--- config.mk ---
export PLATFORM = sky130hd
export DESIGN_NAME = sssp_core
export DESIGN_NICKNAME = d
export VERILOG_FILES = /design/src/inc/sssp_pkg.sv /design/src/sssp_core.sv
export SDC_FILE = /design/constraint.sdc
export NUM_CORES = 1
export LEC_CHECK = 0
export BUFFER_PORTS_ARGS = -buffer_cell sky130_fd_sc_hd__buf_4
export CORE_MARGIN = 3
export CORE_UTILIZATION = 45
export DETAILED_ROUTE_END_ITERATION = 16
export GPL_TIMING_DRIVEN = 0
export PLACE_DENSITY_LB_ADDON = 0.3
export SLEW_MARGIN = 15
export SYNTH_ARGS = -nofsm -noshare
export SYNTH_HDL_FRONTEND = slang
export SYNTH_SLANG_ARGS = --single-unit
export TNS_END_PERCENT = 30
--- constraint.sdc ---
create_clock -name clock -period 5.24 [get_ports clock]
set_input_delay 0.262 -clock clock [delete_from_list [all_inputs] [get_ports clock]]
set_output_delay 0.262 -clock clock [all_outputs]
set_load 0.005 [all_outputs]
--- src/inc/sssp_pkg.sv ---
package sssp_pkg;
   // register word offsets on the plain register port
   localparam logic [2:0] ADDR_BUFFER = 3'h0;
   localparam logic [2:0] ADDR_CONTROL_1 = 3'h1;
   localparam logic [2:0] ADDR_STATUS = 3'h2;
   localparam logic [2:0] ADDR_IRQ_FLAGS_1 = 3'h3;
   localparam logic [2:0] ADDR_IRQ_ENABLES_1 = 3'h4;
   localparam logic [2:0] ADDR_PIN_DIR = 3'h5;
   // port_mode_field encodings
   localparam logic [3:0] MODE_MASTER_DIV4 = 4'h0;
   localparam logic [3:0] MODE_MASTER_DIV16 = 4'h1;
   localparam logic [3:0] MODE_MASTER_DIV64 = 4'h2;
   localparam logic [3:0] MODE_MASTER_TIMER = 4'h3;
   localparam logic [3:0] MODE_SLAVE_SS = 4'h4;
   localparam logic [3:0] MODE_SLAVE_NOSS = 4'h5;
   // divider terminal counts: half sck period minus one, in clocks
   localparam logic [4:0] HALF_DIV4 = 5'h01;
   localparam logic [4:0] HALF_DIV16 = 5'h07;
   localparam logic [4:0] HALF_DIV64 = 5'h1F;
   // master half-period edge numbering
   localparam logic [4:0] EDGE_FIRST = 5'h01;
   localparam logic [4:0] EDGE_FIRST_LATE = 5'h03;
   localparam logic [4:0] EDGE_SCK_LAST = 5'h10;
   localparam logic [4:0] EDGE_LATE_LAST = 5'h11;
   localparam logic [2:0] BIT_LAST = 3'h7;
   // bit positions
   localparam int unsigned PIF_BIT = 3;
   localparam int unsigned PIE_BIT = 3;
   localparam int unsigned SDO_IN_BIT = 0;
   localparam logic [7:0] BYTE_RESET = 8'h00;

   typedef struct packed {
      logic write_collision_flag;
      logic ovf;
      logic en;
      logic clock_polarity_bit;
      logic [3:0] mode;
   } sssp_ctrl_t;

   typedef struct packed {
      logic sample_phase_bit;
      logic cke;
   } sssp_stat_t;

   typedef struct packed {
      logic sck;
      logic sdi;
      logic ssN;
   } sssp_pins_t;

   localparam sssp_ctrl_t CTRL_RESET = '{default: 1'b0};
   localparam sssp_stat_t STAT_RESET = '{default: 1'b0};

   typedef enum logic {SSSP_IDLE, SSSP_SHIFT} sssp_state_t;
endpackage

--- src/sssp_core.sv ---
// How it works
// - master starts on buffer write alone
// - sdo as input, master still receives
// - bytes shift msb first
// - master rate 4tcy, 16tcy, 64tcy, timer/2
// - mode 0,1,2 pick div 4,16,64
// - edge bit set, data before first edge
// - sample bit picks middle or end sampling
// - slave shifts on external clock, flags byte
// - slave runs and wakes during sleep
// - mode 4 is slave with select
// - select low drives sdo, enables shifting
// - select high floats sdo, even mid-byte, after the synchroniser delay
// - select high resets serial logic
// - serial reset zeroes bit counter
// - sdo as input stops transmit drive
// - master freezes in sleep, then resumes
// - wake only with interrupt enabled
// - slave completes after eight bits, wakes
// - device reset disables port, aborts transfer
// - spi modes map onto polarity, edge bits
// - busy write loads no data, sets collision flag; master sequencer start ignores busy
`timescale 1ns/1ps
`default_nettype none
module sssp_core
   import sssp_pkg::*;
#(
   parameter int unsigned SYNC_DEPTH = 2
) (
   input wire logic clock,
   input wire logic reset,
   input wire logic clkEn,
   input wire logic [2:0] regAddr,
   input wire logic [7:0] regWrData,
   input wire logic regWr,
   input wire logic regRd,
   output logic [7:0] regRdData,
   input wire logic sleepIn,
   input wire logic timerTick,
   input wire logic sckIn,
   output logic sckOut,
   output logic sckOe,
   input wire logic sdiIn,
   output logic sdoOut,
   output logic sdoOe,
   input wire logic ssNIn,
   output logic wakeOut
);
   // refuse a synchroniser that cannot settle metastability
   if (SYNC_DEPTH < 2) begin : g_bad_depth
      $error("SYNC_DEPTH must be at least 2");
   end

   function automatic logic isMaster(input logic [3:0] mode);
      isMaster = (mode == MODE_MASTER_DIV4) || (mode == MODE_MASTER_DIV16) ||
         (mode == MODE_MASTER_DIV64) || (mode == MODE_MASTER_TIMER);
   endfunction

   function automatic logic isSlave(input logic [3:0] mode);
      isSlave = (mode == MODE_SLAVE_SS) || (mode == MODE_SLAVE_NOSS);
   endfunction

   sssp_ctrl_t ctrl_q;
   sssp_stat_t stat_q;
   sssp_state_t state_q;
   logic [7:0] buffer_q;
   logic [7:0] txShift_q;
   logic [7:0] rxShift_q;
   logic [7:0] rxNext;
   logic bufFull_q;
   logic pif_q;
   logic pie_q;
   logic sdoIn_q;
   logic [2:0] bitCount_q;
   logic [4:0] divCount_q;
   logic [4:0] edge_q;
   logic sckPrev_q;
   logic [SYNC_DEPTH-1:0] mSampleDly_q;
   sssp_pins_t syncQ [SYNC_DEPTH];
   sssp_pins_t pins;

   // pin synchronisers; stage 0 feeds only stage 1
   always_ff @(posedge clock) begin
      if (reset) begin
         syncQ[0] <= '{default: 1'b1};
      end else if (clkEn) begin
         syncQ[0] <= '{sck: sckIn, sdi: sdiIn, ssN: ssNIn};
      end
   end
   for (genvar s = 1; s < SYNC_DEPTH; s++) begin : g_sync
      always_ff @(posedge clock) begin
         if (reset) begin
            syncQ[s] <= '{default: 1'b1};
         end else if (clkEn) begin
            syncQ[s] <= syncQ[s-1];
         end
      end
   end
   assign pins = syncQ[SYNC_DEPTH-1];

   // decode of the current setup
   logic enabled;
   logic master;
   logic slave;
   logic ssHeld;
   logic serialReset;
   logic cke;
   logic sample_phase_bit;
   assign enabled = ctrl_q.en;
   assign master = enabled && isMaster(ctrl_q.mode);
   assign slave = enabled && isSlave(ctrl_q.mode);
   assign ssHeld = (ctrl_q.mode == MODE_SLAVE_SS) && pins.ssN;
   assign serialReset = !enabled || (slave && ssHeld);
   assign cke = stat_q.cke;
   assign sample_phase_bit = stat_q.sample_phase_bit;

   // software access decode
   logic bufWr;
   logic bufRd;
   logic busy;
   logic collide;
   assign bufWr = regWr && (regAddr == ADDR_BUFFER);
   assign bufRd = regRd && (regAddr == ADDR_BUFFER);
   assign busy = (state_q == SSSP_SHIFT) || (slave && (bitCount_q != 3'h0)) || (|mSampleDly_q);
   assign collide = bufWr && busy;

   // master bit clock: sleep stops the divider so a byte freezes mid-way
   logic halfTick;
   logic [4:0] halfLimit;
   always_comb begin
      case (ctrl_q.mode)
         MODE_MASTER_DIV16: halfLimit = HALF_DIV16;
         MODE_MASTER_DIV64: halfLimit = HALF_DIV64;
         default: halfLimit = HALF_DIV4;
      endcase
   end
   always_comb begin
      if (state_q != SSSP_SHIFT || sleepIn) begin
         halfTick = 1'b0;
      end else if (ctrl_q.mode == MODE_MASTER_TIMER) begin
         halfTick = timerTick;
      end else begin
         halfTick = (divCount_q == halfLimit);
      end
   end
   always_ff @(posedge clock) begin
      if (reset) begin
         divCount_q <= 5'h00;
      end else if (clkEn) begin
         if (state_q != SSSP_SHIFT || halfTick) begin
            divCount_q <= 5'h00;
         end else if (!sleepIn) begin
            divCount_q <= divCount_q + 5'h01;
         end
      end
   end

   // master edge classes; edge n ends half period n
   logic [4:0] nextEdge;
   logic oddEdge;
   logic mOutEdge;
   logic mSampleEdge;
   logic mLastEdge;
   assign nextEdge = edge_q + 5'h01;
   assign oddEdge = nextEdge[0];
   assign mOutEdge = halfTick && (nextEdge < EDGE_SCK_LAST) &&
      (cke ? !oddEdge : (oddEdge && nextEdge >= EDGE_FIRST_LATE));
   always_comb begin
      if (sample_phase_bit) begin
         mSampleEdge = cke ? (!oddEdge && nextEdge > EDGE_FIRST) :
            (oddEdge && nextEdge >= EDGE_FIRST_LATE);
      end else begin
         mSampleEdge = cke ? oddEdge : (!oddEdge && nextEdge > EDGE_FIRST);
      end
      mSampleEdge = mSampleEdge && halfTick;
   end
   assign mLastEdge = halfTick &&
      (nextEdge == ((sample_phase_bit && !cke) ? EDGE_LATE_LAST : EDGE_SCK_LAST));

   // slave edges from the sampled external clock
   logic sckRise;
   logic sckFall;
   logic leadEdge;
   logic trailEdge;
   logic sOutEdge;
   logic sSampleEdge;
   assign sckRise = pins.sck && !sckPrev_q;
   assign sckFall = !pins.sck && sckPrev_q;
   assign leadEdge = ctrl_q.clock_polarity_bit ? sckFall : sckRise;
   assign trailEdge = ctrl_q.clock_polarity_bit ? sckRise : sckFall;
   assign sOutEdge = slave && !serialReset && (cke ? trailEdge : (leadEdge && bitCount_q != 3'h0));
   assign sSampleEdge = slave && !serialReset && (cke ? leadEdge : trailEdge);
   // reset level matches the synchroniser so no false edge follows reset
   always_ff @(posedge clock) begin
      if (reset) begin
         sckPrev_q <= 1'b1;
         mSampleDly_q <= '0;
      end else if (clkEn) begin
         sckPrev_q <= pins.sck;
         mSampleDly_q <= {mSampleDly_q[SYNC_DEPTH-2:0], mSampleEdge}; // sdi arrives late
      end
   end
   logic sampleNow;
   logic byteDone;
   assign sampleNow = master ? mSampleDly_q[SYNC_DEPTH-1] : sSampleEdge;
   assign byteDone = sampleNow && (bitCount_q == BIT_LAST);
   assign rxNext = {rxShift_q[6:0], pins.sdi};

   // master sequencer
   always_ff @(posedge clock) begin
      if (reset) begin
         state_q <= SSSP_IDLE;
         edge_q <= 5'h00;
      end else if (clkEn) begin
         case (state_q)
            SSSP_IDLE: begin
               edge_q <= 5'h00;
               if (master && bufWr) begin
                  state_q <= SSSP_SHIFT;
               end
            end
            SSSP_SHIFT: begin
               if (!master) begin
                  state_q <= SSSP_IDLE;
               end else if (mLastEdge) begin
                  state_q <= SSSP_IDLE;
               end else if (halfTick) begin
                  edge_q <= nextEdge;
               end
            end
            default: state_q <= SSSP_IDLE;
         endcase
      end
   end

   // serial clock pin: eight pulses, back to idle level between bytes
   always_ff @(posedge clock) begin
      if (reset) begin
         sckOut <= 1'b0;
         sckOe <= 1'b0;
      end else if (clkEn) begin
         sckOe <= master;
         if (state_q != SSSP_SHIFT) begin
            sckOut <= ctrl_q.clock_polarity_bit;
         end else if (halfTick && nextEdge <= EDGE_SCK_LAST) begin
            sckOut <= !sckOut;
         end
      end
   end

   // shift registers; a buffer write loads the transmit side directly
   always_ff @(posedge clock) begin
      if (reset) begin
         txShift_q <= BYTE_RESET;
         rxShift_q <= BYTE_RESET;
         bitCount_q <= 3'h0;
      end else if (clkEn) begin
         if (bufWr && !busy && enabled) begin
            txShift_q <= regWrData;
         end else if (master ? mOutEdge : sOutEdge) begin
            txShift_q <= {txShift_q[6:0], 1'b0};
         end
         if (bufWr && !busy && master) begin
            rxShift_q <= BYTE_RESET;
         end else if (sampleNow) begin
            rxShift_q <= rxNext;
         end
         if (serialReset || (bufWr && !busy && master)) begin
            bitCount_q <= 3'h0;
         end else if (sampleNow) begin
            bitCount_q <= bitCount_q + 3'h1;
         end
      end
   end

   // data pin drive; select high floats it even mid-byte
   always_ff @(posedge clock) begin
      if (reset) begin
         sdoOut <= 1'b0;
         sdoOe <= 1'b0;
      end else if (clkEn) begin
         sdoOut <= txShift_q[7];
         sdoOe <= !sdoIn_q && (master || (slave && !ssHeld));
      end
   end

   // receive buffer and flags; hardware set beats software clear
   always_ff @(posedge clock) begin
      if (reset) begin
         buffer_q <= BYTE_RESET;
         bufFull_q <= 1'b0;
      end else if (clkEn) begin
         if (byteDone) begin
            buffer_q <= rxNext;
            bufFull_q <= 1'b1;
         end else if (bufWr && !busy) begin
            buffer_q <= regWrData;
         end else if (bufRd) begin
            bufFull_q <= 1'b0;
         end
      end
   end

   // control register with collision and overflow flags
   always_ff @(posedge clock) begin
      if (reset) begin
         ctrl_q <= CTRL_RESET;
      end else if (clkEn) begin
         if (regWr && regAddr == ADDR_CONTROL_1) begin
            ctrl_q <= sssp_ctrl_t'(regWrData);
         end
         if (collide) begin
            ctrl_q.write_collision_flag <= 1'b1;
         end
         if (byteDone && slave && bufFull_q) begin
            ctrl_q.ovf <= 1'b1; // overflow only arises as a slave
         end
      end
   end

   // status, interrupt flag and enable, pin direction
   always_ff @(posedge clock) begin
      if (reset) begin
         stat_q <= STAT_RESET;
         pif_q <= 1'b0;
         pie_q <= 1'b0;
         sdoIn_q <= 1'b0;
      end else if (clkEn) begin
         if (regWr && regAddr == ADDR_STATUS) begin
            stat_q <= sssp_stat_t'(regWrData[7:6]);
         end
         if (regWr && regAddr == ADDR_IRQ_ENABLES_1) begin
            pie_q <= regWrData[PIE_BIT];
         end
         if (regWr && regAddr == ADDR_PIN_DIR) begin
            sdoIn_q <= regWrData[SDO_IN_BIT];
         end
         if (byteDone) begin
            pif_q <= 1'b1;
         end else if (regWr && regAddr == ADDR_IRQ_FLAGS_1) begin
            pif_q <= regWrData[PIF_BIT];
         end
      end
   end

   // wake request is level; slave path needs no divider so it works asleep
   always_ff @(posedge clock) begin
      if (reset) begin
         wakeOut <= 1'b0;
      end else if (clkEn) begin
         wakeOut <= pif_q && pie_q;
      end
   end

   // read data, valid the cycle after the strobe only
   always_ff @(posedge clock) begin
      if (reset) begin
         regRdData <= 8'h00;
      end else if (clkEn) begin
         regRdData <= 8'h00;
         if (regRd) begin
            case (regAddr)
               ADDR_BUFFER: regRdData <= buffer_q;
               ADDR_CONTROL_1: regRdData <= ctrl_q;
               ADDR_STATUS: regRdData <= {stat_q, 5'h00, bufFull_q};
               ADDR_IRQ_FLAGS_1: regRdData <= 8'(pif_q) << PIF_BIT;
               ADDR_IRQ_ENABLES_1: regRdData <= 8'(pie_q) << PIE_BIT;
               ADDR_PIN_DIR: regRdData <= 8'(sdoIn_q) << SDO_IN_BIT;
               default: regRdData <= 8'h00;
            endcase
         end
      end
   end
endmodule // sssp_core
`default_nettype wire

======== Word level (Yosys, flattened, before mapping) ========
Memories as Yosys holds them, arrays and structs flattened.
Cells that the tools add are included.
storage, ports and cells
  register bits ........................... 67
  RAM bits ................................ 6
  input bits .............................. 21
  word-level logic and storage cells ...... 192
  memories ................................ 1
operators by class
  add/sub/neg operators ................... 3
  $lt $le $gt $ge ......................... 4
  eq/ne operators ......................... 19
  muxes and demuxes ....................... 51
  bitwise operators ....................... 3
  reduce and logical (&&, ||, !) cells .... 85
memories
  memory  depth  width  read ports  clocked after Yosys merged registers in  write ports  line             text
  syncQ   2      3      2           0                                        2            sssp_core.sv:79  sssp_pins_t syncQ [SYNC_DEPTH];
operators with widths
  operator               number
  $mux W8                6
  $pmux W8 S6            1
  $logic_and A1 B1 Y1    37
  $mux W1                30
  $reduce_and A2 Y1      13
  $mux W5                5
  $pmux W5 S2            2
  $reduce_bool A2 Y1     8
  $mux W7                2
  $mux W3                4
  $logic_or A1 B1 Y1     11
  $add A5 B1 Y5 const B  2
  $eq A5 B5 Y1           2
  $logic_not A1 Y1       10
  $eq A3 B3 Y1 const B   3
  $eq A4 B2 Y1 const B   2
  $eq A4 B3 Y1 const B   2
  $ne A2 B1 Y1 const B   4
  $eq A3 B2 Y1 const B   2
  $ge A5 B2 Y1 const B   1
  $gt A5 B1 Y1 const B   1
  $le A5 B5 Y1 const B   1
  $lt A5 B5 Y1 const B   1
  $eq A4 B1 Y1 const B   1
  12 further kinds       14

======== Longest topological paths before layout ========
Gate-level depths: netlist (run 1).
  depth after elaboration ................. 14
  mapped depth ............................ 9
  depth with buffers taken out ............ 8

======== Worst setup path before layout (run 1) ========
OpenSTA, ideal clock, no wires.
  kind .................................... register to register
  from .................................... register edge_q[0]
  to ...................................... register txShift_q[1]
  library setup time ...................... 0.080 ns
  data arrival time ....................... 1.942 ns
  required time ........................... 5.160 ns
  slack ................................... 3.219 ns
  cell stages (with the launch flop) ...... 9
  clock period less this slack ............ 2.021 ns
  cells stage by stage .................... dfxtp_1 -> clkbuf_1 -> inv_1 -> ha_1 -> nor2_1 -> nor3_1 -> o311ai_1 -> nand2_2 -> a211oi_2
on the way
  word-level cells in the longest chain between the ends .. 8
  elaborated cells between the ends (all ways) .. 11
  classes of those cells .................. add/sub: 1; order compare: 2; mux: 2; reduce/logical: 6
ends and longest elaborated chain
  element                                  line              text
  start: declaration                       sssp_core.sv:76   logic [4:0] edge_q;
  start signal: assignment                 sssp_core.sv:228  edge_q <= nextEdge;
  $add A5 B1 Y5 (*)                        sssp_core.sv:164  assign nextEdge = edge_q + 5'h01;
  $ge A5 B2 Y1                             sssp_core.sv:167  (cke ? !oddEdge : (oddEdge && nextEdge >= EDGE_FIRST_LATE));
  $logic_and A1 B1 Y1                      sssp_core.sv:167
  $mux W1                                  sssp_core.sv:167
  $logic_and A1 B1 Y1 (*)                  sssp_core.sv:166  assign mOutEdge = halfTick && (nextEdge < EDGE_SCK_LAST) &&
  $mux W1 (*)                              sssp_core.sv:260  end else if (master ? mOutEdge : sOutEdge) begin
  $reduce_bool A2 Y1 (no source line) (*)  n/a
  $reduce_and A2 Y1 (no source line) (*)   n/a
  end signal: assignment                   sssp_core.sv:259  txShift_q <= regWrData;
  end signal: assignment                   sssp_core.sv:261  txShift_q <= {txShift_q[6:0], 1'b0};
  end: declaration                         sssp_core.sv:67   logic [7:0] txShift_q;
Every way passes the cells marked *; elsewhere a longest branch is shown, timed or not.
A chain may end at the register's enable or synchronous reset.

======== Worst setup path after layout (run 1) ========
  from .................................... register edge_q[0]
  to ...................................... register edge_q[3]
on the way
  word-level cells in the longest chain between the ends .. 5
  elaborated cells between the ends (all ways) .. 9
  classes of those cells .................. add/sub: 1; eq/ne: 2; mux: 4; reduce/logical: 2
ends and longest elaborated chain
  element                                                            line
  $add A5 B1 Y5 (*)                                                  sssp_core.sv:164
  $eq A5 B5 Y1 or $mux W5 (tied branches)                            sssp_core.sv:178, sssp_core.sv:227
  $logic_and A1 B1 Y1 or $mux W5 (tied branches)                     sssp_core.sv:177, sssp_core.sv:225
  $ne A2 B2 Y1 (no source line) or $mux W5 (tied branches)           n/a
  $reduce_and A4 Y1 (no source line) or $pmux W5 S2 (tied branches)  n/a
Every way passes the cells marked *; elsewhere a longest branch is shown, timed or not. The select of a mux whose other input is x is not followed.

==> reports/metrics.yaml, run 1 <==
run_status:
  outcome: "finished clean"
synthesis:
  syn_inst: 456
  yosys.area_share.simple_pct: 25.3
  synthMostInstantiatedCell: "dfxtp_1"
  synth.area.mux_share_pct: 5.78
  syn-cell-area_sq_um: 3850
  synth_area_per_cell_sq_um: 8.45
  synth_top_family_by_area: "simple AND/OR/NAND/NOR gates"
  yosys.area_share.adder_pct: 2.27
  yosys.area_share.xor_xnor_pct: 2.04
  yosysSeqAreaShare_pct: 39.5
  synth_common_cells: "67 x dfxtp_1, 55 x nand2_1, 37 x nor2_1"
  synth_edf_count: 6
  synth_area_leaders: "dfxtp_1 35%, nand2_1 5.4%, mux2i_1 5.2%"
  dominantRegCellSynth: "dfxtp_1"
  yosysWarnings: 0
  yosysTopAreaCell: "dfxtp_1"
  synth_cell_types: 62
  yosysTopAreaCellShare_pct: 34.8
  synth_compound_area_share_pct: 21.2
  ys_ff_latch: 73
  syn_nets: 484
  synthArstFlopShare_pct: 0
grt:
  grt_max_degree: 16
  grt_pass1_vias: 3396
  grt_usage_pct: 22.2
  grt_pass1_wl_um: 17100
  overflow: 0
  antenna_found_initial: 0
die:
  start_util_pct: 46.7
  coreArea_sq_um: 8260
  die_y_um: 98.6
  num_rows: 33
  dieArea_sq_um: 9710
  io_pins: 34
  dieWidth_um: 98.6
clock_network:
  cts-hold-fix-buffers: 0
  clockBufferDepth: 2
  insertion_delay_ns: 0.36
  root_buffer: "clkbuf_8"
  post-cts-setup-buffers: 0
  path_clk_slew_ns: 0.09
  post_cts_resize_count: 0
  cts_sinks: 73
  cts_made_buffers: 9
  cts_tree: "done"
  cts_htree_levels: 3
route:
  drtIter0Drc: 218
  viasPerCell: 5.89
  ant_nets: 0
  wirelength_um: 10400
  drc: 0
  first_pass_iters: 5
  wire_per_inst_um: 17.2
  vias: 3577
setup_path:
  worst_ep_arrival_time_ns: 2.75
  worst-setup-path-type: "register to register"
  critPathRequiredTime_ns: 5.52
  path_max_fanout: 10
  worst_setup_path_start_kind: "register"
  worst_setup_path_end_kind: "register"
  crit_chain: "clkbuf_1 -> inv_1 -> ha_1 -> a21oi_1 -> nand4_1 -> a21oi_1 -> a211oi_1 -> nor3_1"
  cpMostUsedCell: "a21oi_1"
  max_stage_delay_ns: 0.39
  crit_path_top_delay_cell: "ha_1"
pwr:
  p_leak_nw: 1.59
  ir_drop_mv: 0.138
  power.density_nw_per_um2: 255
finish:
  layout-drive-gt1-share_pct: 14.5
  area_growth_pct: 14.6
  regArea_sq_um: 1520
  fin_cells: 607
  multiInputGateArea_sq_um: 2180
  antenna_cells: 0
  fill_cells: 791
  nets: 525
timing:
  tightest_slew_ns: 0.778
  slew_viol_final: 0
  finalSetupTns_ns: 0
  period_minus_slack_ns: 2.47
  setup_viol: 0
  finalCritPeriodShare_pct: 47.1
  slew_headroom_pct: 48.0
  finClkSkew_ns: 0.0115
  rsz0062_at_grt: "no"
  hold_viol_final: 0
  fmax_mhz: 405
min_path:
  min_path_type: "primary input to register"
placement:
  hpwlAfterDp_um: 7770
  gp_congestion: 0.908
  placedCellCount: 591
  io_buffer_count: 30
run:
  cap_violations: 0
-- path summary, 6_finish.rpt --
path / cells past startpoint / start / slack (ns) / to
hold reg to reg: 2 / regRdData[0]$_SDFFE_PP0P_ / 0.47 / regRdData[0]$_SDFFE_PP0P_
setup / recovery: 8 / edge_q[0]$_SDFFE_PP0P_ / 2.77 / edge_q[3]$_SDFFE_PP0P_
hold / removal: 2 / sdiIn / 0.15 / syncQ[0][1]$_SDFFCE_PN1P_
setup reg to reg: 8 / edge_q[0]$_SDFFE_PP0P_ / 2.77 / edge_q[3]$_SDFFE_PP0P_
-- power breakdown --
| part | switching, W | internal, W |
|---|---|---|
| logic | 0.0000508 | 0.0000256 |
| clock network | 0.000249 | 0.000229 |
| registers | 0.00000461 | 0.000568 |
| total | 0.000305 | 0.000823 |
-- critical path, delay by kind of cell (launching register included) --
| family | cells | cell delay (ns) |
|---|---|---|
| flip-flops | 1 | 0.34 |
| buffers and inverters | 2 | 0.52 |
| adder cells (fa/ha/maj) | 1 | 0.39 |
| AO/OA/AOI/OAI | 3 | 0.66 |
| AND/OR/NAND/NOR | 2 | 0.49 |
-- through the flow --
stage	hold WS [ns]	utilization, %	worst slack, ns	power [W]	area [sq um]
global route	0.153	53.5	2.55	0.00116	4420
finish	0.152	53.5	2.77	0.00113	4420
global placement	0.439	51.0	2.88	0.000659	4210
floorplan	0.398	-	3.22	0.000627	3850
CTS	0.143	53.5	2.80	0.00113	4420
detailed placement	0.451	51.0	2.83	0.000661	4210
-- state kept, by name (all words and copies together) (netlist names), 2 cells and up --
register / cells
buffer_q: 8
txShift_q: 8
edge_q: 5
bitCount_q: 3
regRdData: 8
ctrl_q: 7
syncQ: 6
rxShift_q: 7
divCount_q: 5
mSampleDly_q: 2
-- cells in the final DEF, fill, tap and decap left out, drive strengths merged, types with 3 or more instances in the layout --
master / instances
xnor2: 3
and2: 4
nor3b: 4
nand4: 8
o2111ai: 3
a211oi: 10
buf: 36
nand2b: 11
xor2: 6
o22ai: 3
nand3b: 3
a311oi: 9
a22o: 3
nor2b: 5
o21ai: 26
inv: 17
o211ai: 4
nand2: 56
or3: 9
a211o: 3
dfxtp: 67
o21a: 3
nor2: 37
mux2i: 20
ha: 7
nand3: 24
edfxtp: 6
clkbuf: 29
nor3: 19
a31oi: 6
a21oi: 32
-- layer usage --
metal	GRT usage [%]	wire [um]	vias up
li1	-	-	1737
met1	29.9	4740	1693
met2	34.8	4840	124
met3	3.82	646	23
met4	9.77	227	0
met5	0	0	-
-- logic make-up (layout without fill, tap and decap cells) --
kind of cell / Yosys count / in the layout
AOI/OAI and AO/OA: 114 / 114
xor gates and xnor gates: 9 / 9
adders and majority gates: 7 / 7
buffers and inverters: 39 / 85
DFF: 73 / 73
muxes: 22 / 22
and+or+nand+nor: 192 / 192
-- area by class of cell --
cell class	instances	share of cell area [%]
well taps	105	2.97
clock inverters	7	1.90
multi-input cells	344	49.4
clock buffers	9	2.80
inverters	13	1.10
plain buffers	26	2.32
flip-flops and latches	73	34.4
repair buffers	30	5.10
Power figures use the tool's default switching activity.
==> inputs of run 2 (changes only) <==
==> constraint.sdc (replaced) <==
create_clock -name clock -period 2.2 [get_ports clock]
set_input_delay 0.11 -clock clock [delete_from_list [all_inputs] [get_ports clock]]
set_output_delay 0.11 -clock clock [all_outputs]
set_load 0.005 [all_outputs]
==> run 2 against run 1 <==
  * Die area is the same
  * Critical path depth shrank 2
  * Via count grew 2.5%
  * Combinational power grew 150%
  * Largest cell class unchanged
  * Non-clock buffer count grew 10
  * Sequential share of layout area shrank 1.5 points
  * Clock skew grew 0.0014 ns
  * Highest routed layer unchanged
  * Critical endpoint unchanged
==> reports/metrics.yaml, run 2 (synthesis results as in run 1) <==
setup_path:
  setup.worst_path.start: "ctrl_q[3]$_SDFFE_PP0P_"
  setup.worst_path.end: "edge_q[3]$_SDFFE_PP0P_"
  critPathRequiredTime_ns: 2.42  # -3.10 ns
  ff2ff_path_depth: 6  # -2
  worst_ep_arrival_time_ns: 2.38  # -0.37 ns
  path_max_fanout: 6  # -4
  r2r_end: "edge_q[3]$_SDFFE_PP0P_"
  r2r_start: "ctrl_q[3]$_SDFFE_PP0P_"
  worst_setup_path_end_kind: "register"
  r2r_slack_ns: 0.03  # -2.74 ns
  worst-setup-path-type: "register to register"
  worst_setup_path_start_kind: "register"
placement:
  placedCellCount: 591  # unchanged
  gp_congestion: 0.908  # unchanged
  io_buffer_count: 30  # unchanged
  hpwlAfterDp_um: 7770  # unchanged
clock_network:
  cts_htree_levels: 3  # unchanged
  cts_sinks: 73  # unchanged
  cts_tree: "done"
  path_clk_slew_ns: 0.09  # about the same
  root_buffer: "clkbuf_8"
  insertion_delay_ns: 0.36  # about the same
  cts_made_buffers: 9  # unchanged
  clockBufferDepth: 2  # unchanged
finish:
  layout_commonest_cell: "dfxtp_1"
  mostFrequentLayoutCells: "61 x dfxtp_1, 55 x nand2_1, 41 x buf_4"
  layout-drive-gt1-share_pct: 20.3  # +5.8 points
  reg_top3: "buffer_q x8, regRdData x8, txShift_q x8"
  postLayoutCoreUtil_pct: 56.5  # +3.0 points
  nets: 535  # +1.9%
  antenna_cells: 0  # unchanged
  area_growth_pct: 21.0
  fin_cells: 617  # +1.6%
route:
  ant_nets: 0  # unchanged
  first_pass_iters: 5  # unchanged
  drc: 0  # unchanged
  viasPerCell: 5.94  # +0.83%
  wire_per_inst_um: 17.5  # +1.6%
  drtIter0Drc: 253  # +16%
  wirelength_um: 10800  # +3.3%
  vias: 3666  # +2.5%
die:
  dieArea_sq_um: 9710  # unchanged
  io_pins: 34  # unchanged
  coreArea_sq_um: 8260  # unchanged
  dieWidth_um: 98.6  # unchanged
  die_y_um: 98.6  # unchanged
  num_rows: 33  # unchanged
  start_util_pct: 46.7  # unchanged
grt:
  grt_pass1_wl_um: 17500  # +2.2%
  grt_max_degree: 16  # unchanged
  antenna_found_initial: 0  # unchanged
  grt_pass1_vias: 3491  # +2.8%
  overflow: 0  # unchanged
  grt_usage_pct: 22.6  # +0.46 points
timing:
  timing.hold.ws_ns: 0.0150  # -0.137 ns
  finClkSkew_ns: 0.0129  # +0.00140 ns
  fmax_mhz: 461  # +14%
  slew_viol_final: 0  # unchanged
  finalSetupTns_ns: 0  # unchanged
  tightest_slew_ns: 0.777  # -0.000502 ns
  setup_viol: 0  # unchanged
  finalCritPeriodShare_pct: 98.5  # +51 points
  slew_headroom_pct: 48.0  # about the same
  period_minus_slack_ns: 2.17  # -0.301 ns
  hold_viol_final: 0  # unchanged
  rsz0062_at_grt: "yes"
pwr:
  ir_drop_mv: 0.326  # +140%
  power.density_nw_per_um2: 577  # +130%
  power.share.switching_pct: 27.0  # +0.035 points
  p_switching_w: 0.000728  # +140%
  power_frac_seq_pct: 50.7  # about the same
  p_clk_share_pct: 42.3  # about the same
  internal_power_w: 0.00196  # +140%
  p_comb_share_pct: 7.0  # +0.2 points
  total_power_w: 0.00269  # +140%
  p_leak_nw: 1.68  # +5.7%
run:
  cap_violations: 0  # unchanged
run_status:
  outcome: "finished clean"
min_path:
  min_path_type: "primary input to register"
run 2: changes by cell type in the layout (fill, tap and decap cells not counted), moves of 3 or more:
cell,before,now
buf_4,30,41
dfxtp_1,67,61
clkbuf_1,20,17
dfxtp_2,0,3
dfxtp_4,0,3
run 2: final cells by class:
| type | count | area, sq um |
|---|---|---|
| inverters | 13 | 48.8 |
| multi-input cells | 344 | 2310 |
| flip-flops and latches | 73 | 1540 |
| clock buffers | 9 | 124 |
| fillers | 750 | 3590 |
| repair buffers | 42 | 324 |
| clock inverters | 7 | 83.8 |
| plain buffers | 24 | 104 |
| well taps | 105 | 131 |
run 2: through the flow:
stage,setup WS (ns),area [sq um]
5_1_grt,-0.0836,4660
2_1_floorplan,0.179,3850
3_3_place_gp,-0.161,4210
3_5_place_dp,-0.205,4210
4_1_cts,-0.0248,4510
6_report,0.0325,4660
run 2: worst max-delay path, stage by stage (launching register included):
cell and delay (ns):
dfxtp_4 0.38, or2_4 0.28, or3_4 0.42, a31oi_2 0.41, a21oi_2 0.14, a211oi_1 0.29
nor3_1 0.10
run 2: how the worst min path moves through the flow:
| stage | cells after the start | endpoint | start | slack (ns) |
|---|---|---|---|---|
| floorplan | 2 | cke$_SDFFE_PP0P_ | regWrData[6] | 0.25 |
| global placement | 2 | syncQ[0][2]$_SDFFCE_PN1P_ | sckIn | 0.36 |
| detailed placement | 2 | syncQ[0][1]$_SDFFCE_PN1P_ | sdiIn | 0.37 |
| CTS | 2 | syncQ[0][0]$_SDFFCE_PN1P_ | ssNIn | 0.001 |
| global route | 2 | syncQ[0][0]$_SDFFCE_PN1P_ | ssNIn | 0.01 |
| finish | 2 | syncQ[0][0]$_SDFFCE_PN1P_ | ssNIn | 0.02 |
run 2: metal layers:
layer	track usage [%]	share of wire, %	vias up
met1	30.4	44	1738
met4	9.45	1.7	0
met2	35.8	48	144
li1	-	-	1767
met3	4.18	6.9	17
met5	0	0	-
run 2: timing repair:
| item | 4_1_cts | 5_1_grt |
|---|---|---|
| endpoints found under the hold margin | 2 | 0 |
| hold buffers | 2 | 0 |
| setup endpoints to repair | 25 | 22 |
| pin swaps | 3 | 8 |
| resized for setup | 13 | 29 |
| buffers inserted | 2 | 8 |
run 2: power by group through the flow:
stage,sequential [W],combinational [W],clock (W)
floorplan,0.00139,0.000102,0
global placement,0.00139,0.000175,0
detailed placement,0.00140,0.000178,0
CTS,0.00137,0.000183,0.00115
global route,0.00136,0.000205,0.00120
finish,0.00136,0.000189,0.00114
